==> src/pctc_defines.svh <==
// Register offsets, field positions, reset values and timing counts
// for the parallel capture transfer control block.
// Assumes byte addresses on a 32-bit Avalon-MM slave, one word each.
`ifndef PCTC_DEFINES_SVH
`define PCTC_DEFINES_SVH
// Byte offsets
`define PCTC_OFS_TRMCTL 8'h00
`define PCTC_OFS_SPMOD 8'h04
`define PCTC_OFS_CAPCTL 8'h08
`define PCTC_OFS_EVCNT 8'h0C
`define PCTC_OFS_RLD0 8'h10
`define PCTC_OFS_RLD1 8'h14
`define PCTC_OFS_ADR0 8'h18
`define PCTC_OFS_ADR1 8'h1C
`define PCTC_OFS_TRCNT 8'h20
// transfer_control fields
`define PCTC_TC_SWEV 7
`define PCTC_TC_SEL_HI 5
`define PCTC_TC_SEL_LO 4
`define PCTC_TC_MODE 3
`define PCTC_TC_ACT 2
`define PCTC_TC_BUF 1
`define PCTC_TC_SRST 0
// special_mode_control fields
`define PCTC_SP_CSEL_HI 7
`define PCTC_SP_CSEL_LO 6
`define PCTC_SP_EN 3
`define PCTC_SP_ISL 2
`define PCTC_SP_RSM 1
`define PCTC_SP_SSL 0
// capture control fields
`define PCTC_CC_EVSEL_HI 9
`define PCTC_CC_EVSEL_LO 8
`define PCTC_CC_WID_HI 7
`define PCTC_CC_WID_LO 6
`define PCTC_CC_EN 0
// Reset values
`define PCTC_RST_8 8'h00
`define PCTC_RST_32 32'h00000000
// Timing counts in acquisition clock periods
`define PCTC_SRST_DLY 4
`define PCTC_INIT_DLY 4
// Buffer depth
`define PCTC_BUF_DEPTH 4
`endif

==> src/pctc_pkg.sv <==
// Types shared by the parallel capture transfer control block.
// Assumes pctc_defines.svh holds the numbers.
package pctc_pkg;
	// Address counter selection codes
	typedef enum logic [1:0] {
		PCTC_SEL_C0 = 2'h0,
		PCTC_SEL_C1 = 2'h1,
		PCTC_SEL_ALT = 2'h2
	} pctc_adsel_e;
	// Input width codes
	typedef enum logic [1:0] {
		PCTC_W8 = 2'h0,
		PCTC_W16 = 2'h1,
		PCTC_W32 = 2'h2
	} pctc_width_e;
	// One buffered word
	typedef struct packed {
		logic last;
		logic [31:0] data;
	} pctc_ent_s;
	// Write request toward the destination RAM
	typedef struct packed {
		logic [31:0] addr;
		logic [31:0] data;
	} pctc_ramwr_s;
endpackage

==> src/pctc_top.sv <==
// Transfer control and special mode front end of a parallel capture unit.
// Assumes pins are asynchronous to clk and the acquisition clock is slow
// enough (several clk periods per phase) to be sampled and edge detected.
//
// Local design decisions: the register addresses and the Avalon-MM interface to the registers.
`timescale 1ns/1ps
`include "pctc_defines.svh"
// Operation
// - Continuous mode: active counter plus 4, no reload
// - Reload mode: load on enable rise, plus 4
// - One mode bit for both counters
// - Word per 4/2/1 events by width
// - Last event flushes word, zero padded
// - Read-only active counter status bit
// - Four-deep word buffer, occupancy status bit
// - Soft reset low: no capture, no transfers
// - Reset clear cancels pending transfers, stops capture
// - Reset clear zeroes status, counter, selection
// - Pin processing runs regardless of soft reset
// - Soft reset set acts after 4 periods, clear after 1
// - Status bits initialize within one period
// - Special mode halves rate, 8/16 bits
// - Special clock pin select three/four/two
// - Init level forces outputs low, no capture
// - Init direct or 4 periods delayed
module pctc_top (
	input wire logic clk, // 25 MHz system clock
	input wire logic rst, // Async reset, active high
	input wire logic [7:0] avs_address, // Byte address
	input wire logic avs_read, // Read request
	input wire logic avs_write, // Write request
	input wire logic [31:0] avs_writedata, // Write data
	input wire logic [3:0] avs_byteenable, // Byte lanes
	output logic [31:0] avs_readdata, // Read data
	output logic avs_waitrequest, // Stall
	input wire logic acquisition_clock, // Acquisition clock pin
	input wire logic first_control_pin, // Init control pin
	input wire logic [5:2] strobe_pins, // Strobe pins two to five
	input wire logic [31:0] data_pins, // Parallel data pins
	input wire logic dec4_underflow, // Decimation counter four event
	output pctc_pkg::pctc_ramwr_s ram_wr, // RAM write address and data
	output logic ram_valid, // RAM write request
	input wire logic ram_ready // RAM accepts write
);
	////////////////////////////////////////////////////////////////////////
	// Pin synchronisers and acquisition clock edge
	logic [37:0] sync1_r; // First stage, read only by second
	logic [37:0] sync2_r; // Second stage
	logic acq_prev_r; // Previous synced acquisition clock
	wire s_acq = sync2_r[37];
	wire s_pin1 = sync2_r[36];
	wire [3:0] s_strb = sync2_r[35:32];
	wire [31:0] s_data = sync2_r[31:0];
	wire acq_tick = s_acq & ~acq_prev_r;

	// Two flops on every pin, none bypassed
	always_ff @(posedge clk or posedge rst) begin
		if (rst) begin
			sync1_r <= 38'h0;
			sync2_r <= 38'h0;
			acq_prev_r <= 1'b0;
		end else begin
			sync1_r <= {acquisition_clock, first_control_pin, strobe_pins,
				data_pins};
			sync2_r <= sync1_r;
			acq_prev_r <= s_acq;
		end
	end

	////////////////////////////////////////////////////////////////////////
	// Software registers
	logic [7:0] tc_r; // transfer_control writable bits
	logic [7:0] sp_r; // special_mode_control
	logic cap_en_r; // capture_enable
	logic [1:0] width_r; // input_width_select
	logic [1:0] evsel_r; // capture_event_select
	logic [31:0] evcnt_r; // capture_event_count_setting
	logic [31:0] rld0_r; // Reload value for counter zero
	logic [31:0] rld1_r; // Reload value for counter one
	logic ack_r; // Bus answer phase
	wire req = avs_read | avs_write;
	wire wr_go = avs_write & ack_r;
	wire w_tc = wr_go & (avs_address == `PCTC_OFS_TRMCTL);
	wire w_sp = wr_go & (avs_address == `PCTC_OFS_SPMOD);
	wire w_cc = wr_go & (avs_address == `PCTC_OFS_CAPCTL);
	wire w_ev = wr_go & (avs_address == `PCTC_OFS_EVCNT);
	wire w_r0 = wr_go & (avs_address == `PCTC_OFS_RLD0);
	wire w_r1 = wr_go & (avs_address == `PCTC_OFS_RLD1);
	wire w_a0 = wr_go & (avs_address == `PCTC_OFS_ADR0);
	wire w_a1 = wr_go & (avs_address == `PCTC_OFS_ADR1);
	wire be0 = avs_byteenable[0];
	wire be1 = avs_byteenable[1];
	wire addr_counter_mode = tc_r[`PCTC_TC_MODE];
	wire counter_switch_event = tc_r[`PCTC_TC_SWEV];
	wire [1:0] addr_counter_select = tc_r[`PCTC_TC_SEL_HI:`PCTC_TC_SEL_LO];
	wire unit_soft_reset = tc_r[`PCTC_TC_SRST];
	wire special_mode_enable = sp_r[`PCTC_SP_EN];
	wire [1:0] spsel = sp_r[`PCTC_SP_CSEL_HI:`PCTC_SP_CSEL_LO];
	wire special_init_level_select = sp_r[`PCTC_SP_ISL];
	wire special_init_method = sp_r[`PCTC_SP_RSM];

	// Merge a write under byte enables
	function automatic logic [31:0] be_merge(input logic [31:0] old,
		input logic [31:0] nw, input logic [3:0] be);
		logic [31:0] r;
		r = old;
		for (int i = 0; i < 4; i++) begin
			if (be[i]) begin
				r[i*8 +: 8] = nw[i*8 +: 8];
			end
		end
		return r;
	endfunction

	// One wait cycle per access; write lands at the answer edge
	always_ff @(posedge clk or posedge rst) begin
		if (rst) begin
			ack_r <= 1'b0;
		end else begin
			ack_r <= req & ~ack_r;
		end
	end
	assign avs_waitrequest = req & ~ack_r;

	////////////////////////////////////////////////////////////////////////
	// Soft reset timing and special mode init, on acquisition ticks
	logic [3:0] srst_sh_r; // Soft reset value delayed by ticks
	logic [3:0] init_sh_r; // Init level delayed by ticks
	// Takes effect after the full delay; stops at once on the first tick
	wire run = srst_sh_r[`PCTC_SRST_DLY-1] & srst_sh_r[0];
	wire st_clr = ~srst_sh_r[0];
	wire init_lvl = (s_pin1 == special_init_level_select);
	wire sp_init = special_mode_enable & (special_init_method ?
		init_sh_r[`PCTC_INIT_DLY-1] : init_lvl);

	// Shift registers clocked by the sampled acquisition clock
	always_ff @(posedge clk or posedge rst) begin
		if (rst) begin
			srst_sh_r <= 4'h0;
			init_sh_r <= 4'h0;
		end else if (acq_tick) begin
			srst_sh_r <= {srst_sh_r[2:0], unit_soft_reset};
			init_sh_r <= {init_sh_r[2:0], init_lvl};
		end
	end

	////////////////////////////////////////////////////////////////////////
	// Event detection and special mode divider; never gated by soft reset
	logic [3:0] strb_q_r; // Strobes at previous tick
	logic div_r; // Half-rate special mode signal
	logic div_q_r; // Divider at previous tick
	// 00 pin three, 01 pin four, 10 pin two; 11 falls back to pin two
	wire sp_pin = (spsel == 2'h0) ? s_strb[1] :
		(spsel == 2'h1) ? s_strb[2] : s_strb[0];
	wire sp_pin_q = (spsel == 2'h0) ? strb_q_r[1] :
		(spsel == 2'h1) ? strb_q_r[2] : strb_q_r[0];
	wire sp_fall = acq_tick & sp_pin_q & ~sp_pin;
	wire sp_out = div_r & ~sp_init;
	wire [3:0] raw_evt = {4{acq_tick}} & s_strb & ~strb_q_r;
	wire sp_evt = acq_tick & sp_out & ~div_q_r;
	wire sel_evt = special_mode_enable ? sp_evt : raw_evt[evsel_r];

	// Divider toggles once per falling edge, so events come at half rate
	always_ff @(posedge clk or posedge rst) begin
		if (rst) begin
			strb_q_r <= 4'h0;
			div_r <= 1'b0;
			div_q_r <= 1'b0;
		end else begin
			if (acq_tick) begin
				strb_q_r <= s_strb;
				div_q_r <= sp_out;
			end
			if (~special_mode_enable | sp_init) begin
				div_r <= 1'b0;
			end else if (sp_fall) begin
				div_r <= ~div_r;
			end
		end
	end

	////////////////////////////////////////////////////////////////////////
	// Word packing
	logic [1:0] lane_r; // Next lane within word
	logic [31:0] acc_r; // Partly filled word
	logic [31:0] remain_r; // Events left, zero means unlimited
	logic cap_en_q_r; // capture_enable of previous cycle
	wire cap_evt = run & cap_en_r & sel_evt & ~sp_init;
	wire cap_rise = cap_en_r & ~cap_en_q_r;
	wire last_evt = (remain_r == 32'h1);
	wire [1:0] lane_max = (width_r == pctc_pkg::PCTC_W8) ? 2'h3 :
		(width_r == pctc_pkg::PCTC_W16) ? 2'h1 : 2'h0;
	wire [31:0] d8 = {24'h0, s_data[7:0]} << {lane_r, 3'h0};
	wire [31:0] d16 = {16'h0, s_data[15:0]} << {lane_r[0], 4'h0};
	wire [31:0] dlane = (width_r == pctc_pkg::PCTC_W8) ? d8 :
		(width_r == pctc_pkg::PCTC_W16) ? d16 : s_data;
	wire [31:0] word = acc_r | dlane; // Unfilled lanes stay zero
	wire push = cap_evt & ((lane_r == lane_max) | last_evt);

	// Accumulate lanes low first; cleared by soft reset
	always_ff @(posedge clk or posedge rst) begin
		if (rst) begin
			lane_r <= 2'h0;
			acc_r <= `PCTC_RST_32;
			cap_en_q_r <= 1'b0;
		end else begin
			cap_en_q_r <= cap_en_r;
			if (st_clr | cap_rise | push) begin
				lane_r <= 2'h0;
				acc_r <= `PCTC_RST_32;
			end else if (cap_evt) begin
				lane_r <= lane_r + 2'h1;
				acc_r <= word;
			end
		end
	end

	// Event count loads on enable rise, counts down per event
	always_ff @(posedge clk or posedge rst) begin
		if (rst) begin
			remain_r <= `PCTC_RST_32;
		end else if (cap_rise) begin
			remain_r <= evcnt_r;
		end else if (cap_evt & (remain_r != 32'h0)) begin
			remain_r <= remain_r - 32'h1;
		end
	end

	////////////////////////////////////////////////////////////////////////
	// Four-deep intermediate buffer
	pctc_pkg::pctc_ent_s buf_r [`PCTC_BUF_DEPTH]; // Stored words
	logic [1:0] wp_r; // Write index
	logic [1:0] rp_r; // Read index
	logic [2:0] cnt_r; // Occupancy
	wire buf_full = (cnt_r == 3'(`PCTC_BUF_DEPTH));
	wire buf_nempty = (cnt_r != 3'h0);
	// Overrun drops the new word rather than the oldest
	wire do_push = push & ~buf_full;
	wire do_pop = ram_valid & ram_ready;
	pctc_pkg::pctc_ent_s head;
	assign head = buf_r[rp_r];
	assign ram_valid = buf_nempty & run;

	// Storage written only on push
	always_ff @(posedge clk) begin
		if (do_push) begin
			buf_r[wp_r] <= '{last: last_evt, data: word};
		end
	end

	// Pointers; soft reset clear empties the buffer
	always_ff @(posedge clk or posedge rst) begin
		if (rst) begin
			wp_r <= 2'h0;
			rp_r <= 2'h0;
			cnt_r <= 3'h0;
		end else if (st_clr) begin
			wp_r <= 2'h0;
			rp_r <= 2'h0;
			cnt_r <= 3'h0;
		end else begin
			wp_r <= wp_r + {1'b0, do_push};
			rp_r <= rp_r + {1'b0, do_pop};
			cnt_r <= cnt_r + {2'h0, do_push} - {2'h0, do_pop};
		end
	end

	////////////////////////////////////////////////////////////////////////
	// Destination address counters and transfer counter
	logic [31:0] adr0_r; // dest_address_counter_zero
	logic [31:0] adr1_r; // dest_address_counter_one
	logic alt_r; // Active counter under alternation
	logic [31:0] trcnt_r; // transfer_counter, completed words
	wire alt_mode = (addr_counter_select == pctc_pkg::PCTC_SEL_ALT);
	wire act = alt_mode ? alt_r :
		(addr_counter_select == pctc_pkg::PCTC_SEL_C1);
	wire sw_evt = counter_switch_event ? dec4_underflow :
		(do_pop & head.last);
	wire reload = addr_counter_mode & cap_rise;

	// Counter advance; the reload value is used only in reload mode
	always_ff @(posedge clk or posedge rst) begin
		if (rst) begin
			adr0_r <= `PCTC_RST_32;
			adr1_r <= `PCTC_RST_32;
		end else if (reload) begin
			adr0_r <= rld0_r;
			adr1_r <= rld1_r;
		end else begin
			if (w_a0) begin
				adr0_r <= be_merge(adr0_r, avs_writedata, avs_byteenable);
			end else if (do_pop & ~act) begin
				adr0_r <= adr0_r + 32'h4;
			end
			if (w_a1) begin
				adr1_r <= be_merge(adr1_r, avs_writedata, avs_byteenable);
			end else if (do_pop & act) begin
				adr1_r <= adr1_r + 32'h4;
			end
		end
	end

	// Alternation and transfer count, both reset by soft reset clear
	always_ff @(posedge clk or posedge rst) begin
		if (rst) begin
			alt_r <= 1'b0;
			trcnt_r <= `PCTC_RST_32;
		end else if (st_clr) begin
			alt_r <= 1'b0;
			trcnt_r <= `PCTC_RST_32;
		end else begin
			if (alt_mode & sw_evt & run) begin
				alt_r <= ~alt_r;
			end
			if (do_pop) begin
				trcnt_r <= trcnt_r + 32'h1;
			end
		end
	end

	// RAM write outputs held in flops beside the buffer head
	always_ff @(posedge clk or posedge rst) begin
		if (rst) begin
			ram_wr <= '0;
		end else begin
			ram_wr.addr <= act ? adr1_r : adr0_r;
			ram_wr.data <= head.data;
		end
	end

	////////////////////////////////////////////////////////////////////////
	// Control register writes
	// Software must leave mode and selection alone while running
	always_ff @(posedge clk or posedge rst) begin
		if (rst) begin
			tc_r <= `PCTC_RST_8;
			sp_r <= `PCTC_RST_8;
			width_r <= 2'h0;
			evsel_r <= 2'h0;
			evcnt_r <= `PCTC_RST_32;
			rld0_r <= `PCTC_RST_32;
			rld1_r <= `PCTC_RST_32;
		end else begin
			if (w_tc & be0) begin
				tc_r <= avs_writedata[7:0] & 8'hB9; // Status bits read-only
			end
			if (w_sp & be0) begin
				sp_r <= avs_writedata[7:0] & 8'hCF;
			end
			if (w_cc & be0) begin
				width_r <= avs_writedata[`PCTC_CC_WID_HI:`PCTC_CC_WID_LO];
			end
			if (w_cc & be1) begin
				evsel_r <= avs_writedata[`PCTC_CC_EVSEL_HI:`PCTC_CC_EVSEL_LO];
			end
			if (w_ev) begin
				evcnt_r <= be_merge(evcnt_r, avs_writedata, avs_byteenable);
			end
			if (w_r0) begin
				rld0_r <= be_merge(rld0_r, avs_writedata, avs_byteenable);
			end
			if (w_r1) begin
				rld1_r <= be_merge(rld1_r, avs_writedata, avs_byteenable);
			end
		end
	end

	// Capture enable: software set, hardware clears on the last event
	always_ff @(posedge clk or posedge rst) begin
		if (rst) begin
			cap_en_r <= 1'b0;
		end else if (w_cc & be0 & avs_writedata[`PCTC_CC_EN]) begin
			cap_en_r <= 1'b1;
		end else if ((w_cc & be0) | (cap_evt & last_evt) | st_clr) begin
			cap_en_r <= 1'b0;
		end
	end

	////////////////////////////////////////////////////////////////////////
	// Read path
	wire [7:0] tc_rd = {tc_r[7], 1'b0, tc_r[5:3], act, buf_nempty,
		tc_r[0]};
	wire [31:0] cc_rd = {22'h0, evsel_r, width_r, 5'h0, cap_en_r};
	logic [31:0] rd_mux;
	always_comb begin
		case (avs_address)
			`PCTC_OFS_TRMCTL: rd_mux = {24'h0, tc_rd};
			`PCTC_OFS_SPMOD: rd_mux = {24'h0, sp_r};
			`PCTC_OFS_CAPCTL: rd_mux = cc_rd;
			`PCTC_OFS_EVCNT: rd_mux = evcnt_r;
			`PCTC_OFS_RLD0: rd_mux = rld0_r;
			`PCTC_OFS_RLD1: rd_mux = rld1_r;
			`PCTC_OFS_ADR0: rd_mux = adr0_r;
			`PCTC_OFS_ADR1: rd_mux = adr1_r;
			`PCTC_OFS_TRCNT: rd_mux = trcnt_r;
			default: rd_mux = 32'h0; // Unmapped reads zero
		endcase
	end

	// Read data captured in the wait cycle, stands at the answer edge
	always_ff @(posedge clk or posedge rst) begin
		if (rst) begin
			avs_readdata <= 32'h0;
		end else if (avs_read & ~ack_r) begin
			avs_readdata <= rd_mux;
		end
	end
endmodule

==> config.mk <==
export PLATFORM = sky130hd
export DESIGN_NAME = pctc_top
export DESIGN_NICKNAME = d
export VERILOG_FILES = /design/src/pctc_pkg.sv /design/src/pctc_top.sv
export VERILOG_INCLUDE_DIRS = /design/src /design/src/src
export SDC_FILE = /design/constraint.sdc
export NUM_CORES = 1
export LEC_CHECK = 0
export ABC_AREA = 1
export BUFFER_PORTS_ARGS = -buffer_cell sky130_fd_sc_hd__buf_2
export CAP_MARGIN = 20
export CORE_ASPECT_RATIO = 1.5
export CORE_MARGIN = 2
export CORE_UTILIZATION = 45
export DETAILED_ROUTE_END_ITERATION = 10
export GPL_TIMING_DRIVEN = 0
export PLACE_DENSITY = 0.77
export SLEW_MARGIN = 5
export SYNTH_ARGS = -nofsm -noshare
export SYNTH_HDL_FRONTEND = slang
export SYNTH_SLANG_ARGS = --single-unit
==> constraint.sdc <==
create_clock -name clk -period 13.1 [get_ports clk]
set_input_delay 1.31 -clock clk [delete_from_list [all_inputs] [get_ports clk]]
set_output_delay 1.31 -clock clk [all_outputs]
set_load 0.005 [all_outputs]
==> results.py <==
metrics = {
    "clocking": {
        "cts_tree": "built",
        "hold_buffers": 0,
        "postCtsSetupBuffers": 0,
        "clockBufferDepth": 3,
        "worstSkewPairLatency_ns": 0.69,
        "clk_pin_slew_ns": 0.07,
        "htreeDepth": 2,
        "postCtsResizedCells": 0,
        "clock-sinks": 603,
        "cts-root-buf": "clkbuf_16",
        "cts_made_buffers": 58,
    },
    "logic_synthesis": {
        "synth_top_cell_by_area": "dfrtp_1",
        "synth_area_leaders": "dfrtp_1, nand2_1, edfxtp_1, o21ai_0, nor2_1",
        "async_flop_share": 0.7811,
        "synthFlopType": "dfrtp_1",
        "ys_warn_count": 0,
        "synth-edff-count": 132,
        "synth_top_area_share": 0.4095,
        "syn_nets": 3662,
        "ys_seq_area_frac": 0.5472,
        "synth_common_cells": "nand2_1, dfrtp_1, nor2_1, o21ai_0, inv_1",
        "synth.cell_area_sq_um": 28780,
        "yosysMostFrequentCell": "nand2_1",
        "ys_seq_elements": 603,
        "postSynthCellCount": 3563,
        "synth_cell_types": 53,
        "avgSynthCellArea_sq_um": 8.078,
    },
    "final_layout": {
        "num-nets-final": 3925,
        "drive_above_1_share": 0.1107,
        "fin_util": 0.5248,
        "area_growth_pct": 15.50,
        "diodes": 0,
    },
    "drt": {
        "drt-total-wl_microns": 103200,
        "drtIter0Drc": 2633,
        "drt_pre_antenna_iters": 6,
        "wl_per_cell_microns": 22.05,
        "m1WireLength_microns": 35110,
        "vias": 25993,
        "drc": 0,
        "route.met2.wl_microns": 50560,
        "highest_layer": "met4",
        "wl_met3_microns": 6491,
        "via_per_inst": 5.553,
        "ant_nets": 0,
    },
    "sta": {
        "finalSetupTns_ns": 0,
        "fin_crit_sh": 0.2409,
        "maxSlewHeadroom": 0.1630,
        "fmax_mhz": 316.9,
        "setup-violations-final": 0,
        "rsz0062_at_grt": "no",
        "period_minus_slack_ns": 3.156,
        "finalHoldViolations": 0,
        "slew_violations": 0,
        "tightest_slew_ns": 1.246,
        "finClkSkew_ns": 0.04458,
    },
    "floorplanning": {
        "die_w_microns": 210.5,
        "ioPinCount": 186,
        "die_area_sq_um": 66040,
        "num_rows": 113,
        "fp.coreArea_sq_um": 63340,
        "initial_utilization": 0.4544,
        "die_h_microns": 313.7,
    },
    "critical_path": {
        "startpoint_type": "register",
        "criticalPathCategory": "reg2out",
        "worstRegToRegCells": 15,
        "required_ns": 11.79,
        "r2r_slack_ns": 10.00,
        "crit_arrival_ns": 1.85,
        "end_kind": "primary output",
        "cp_max_fo": 3,
    },
    "pwr": {
        "total_power_w": 0.004118,
        "p_comb_frac": 0.066,
        "p_seq_frac": 0.483,
        "irDropWorstVdd_uv": 106.6,
        "internal_power_w": 0.003080,
        "power_density_nw_per_um2": 123.9,
        "p_clk_frac": 0.452,
        "p_leak_nw": 15.67,
        "p_sw_w": 0.001038,
        "p_sw_frac": 0.2521,
    },
    "run_status": {
        "run_status": "complete, no violations",
    },
    "run": {
        "cap_violations": 0,
    },
    "place": {
        "dp_hpwl_microns": 80270,
        "port-buffer-count": 185,
        "routabilityCongestion": 1.036,
    },
    "global_route": {
        "grt_first_pass_wirelength_microns": 154100,
        "grt_max_degree": 44,
        "grt_pass1_vias": 25573,
        "overflow": 0,
        "grt_use_total": 0.3144,
        "antenna_found_initial": 1,
    },
    "min_path": {
        "min_path_type": "reg2reg",
        "holdPathStages": 0,
    },
}
-- layer usage --
layer	GRT usage	vias to the layer above
li1	-	12069
met1	0.3347	12317
met2	0.5445	1199
met3	0.04146	408
met4	0.2819	0
met5	0	-
-- per-stage QoR --
step | cells | area [sq um] | worst slack, ns | hold slack, ns
floorplan | 3563 | 28790 | 5.411 | 0.3312
global placement | 4553 | 30720 | 2.513 | 0.3325
detailed placement | 4570 | 31120 | 9.496 | 0.3347
CTS | 4680 | 33240 | 9.912 | 0.3451
global route | 4681 | 33240 | 9.611 | 0.3558
finish | 4681 | 33240 | 9.944 | 0.3422
-- layout make-up --
type	instances	area [sq um]
Multi-Input combinational cell	2517	11290
Timing Repair Buffer	203	1301
Tap cell	805	1007
Buffer	133	610.6
Clock buffer	65	1508
Fill cell	5930	30100
Inverter	310	1167
Sequential cell	603	15750
Clock inverter	45	611.8
-- logic make-up (layout without fill, tap and decap cells) --
family / Yosys count / after routing / share of synthesized area
AO/OA/AOI/OAI: 561 / 561 / 0.1056
XOR/XNOR: 34 / 34 / 0.01035
adder cells (fa/ha/maj): 11 / 11 / 0.005043
buffers and inverters: 443 / 756 / 0.06164
flip-flops: 603 / 603 / 0.5472
AND/OR/NAND/NOR: 1911 / 1911 / 0.2701
-- power groups by stage --
stage,clock network [W],logic [W],registers (W)
detailed placement,0,0.000266,0.00202
CTS,0.00189,0.000267,0.00199
global placement,0,0.000254,0.00202
finish,0.00186,0.000270,0.00199
global route,0.00195,0.000301,0.00199
floorplan,0,0.000158,0.00201
-- cell usage in the layout (no fill, tap or decap), types with 3 or more instances in the layout --
master,count
xnor2_1,12
clkbuf_16,58
bufinv_16,10
xor2_1,22
buf_16,4
o311ai_0,8
nand3b_1,3
a22o_1,4
o22ai_1,63
nand3_1,197
inv_1,293
clkbuf_8,3
nor3_1,54
o21ai_1,59
clkbuf_2,3
dfrtp_1,471
buf_2,224
o21ai_0,339
o211ai_1,15
or2_2,3
nand4_1,33
edfxtp_1,132
clkbuf_1,78
nand2_1,1179
clkinv_4,4
nor2_1,398
inv_6,4
clkinv_2,7
nand2_4,4
nand2_2,8
nor2_4,10
nor2_2,11
ha_1,10
a21oi_1,57
inv_2,15
buf_1,4
buf_4,12
clkinvlp_4,13
buf_12,13
-- flip-flops by register name, summed over array words and instances (netlist names), 5 cells and up --
register	count
acc_r	32
adr0_r	32
adr1_r	32
avs_readdata	32
buf_r	132
evcnt_r	32
ram_wr	64
remain_r	32
rld0_r	32
rld1_r	32
sp_r	6
sync1_r	38
sync2_r	38
tc_r	5
trcnt_r	32
-- critical path: stages, from the launching register on --
cell and delay, ns:
dfrtp_1 0.43, nor2_1 0.22, nand2_1 0.23, inv_1 0.09, nor2_1 0.07, buf_2 0.13
-- final timing paths --
kind	start	endpoint
max	cnt_r[1]	ram_valid
min	sync1_r[25]	sync2_r[25]
max reg2reg	remain_r[14]	cnt_r[2]
min reg2reg	sync1_r[25]	sync2_r[25]
max in group asynchronous	rst	ram_wr[57]
min in group asynchronous	rst	sp_r[2]
Power figures use the tool's default switching activity.
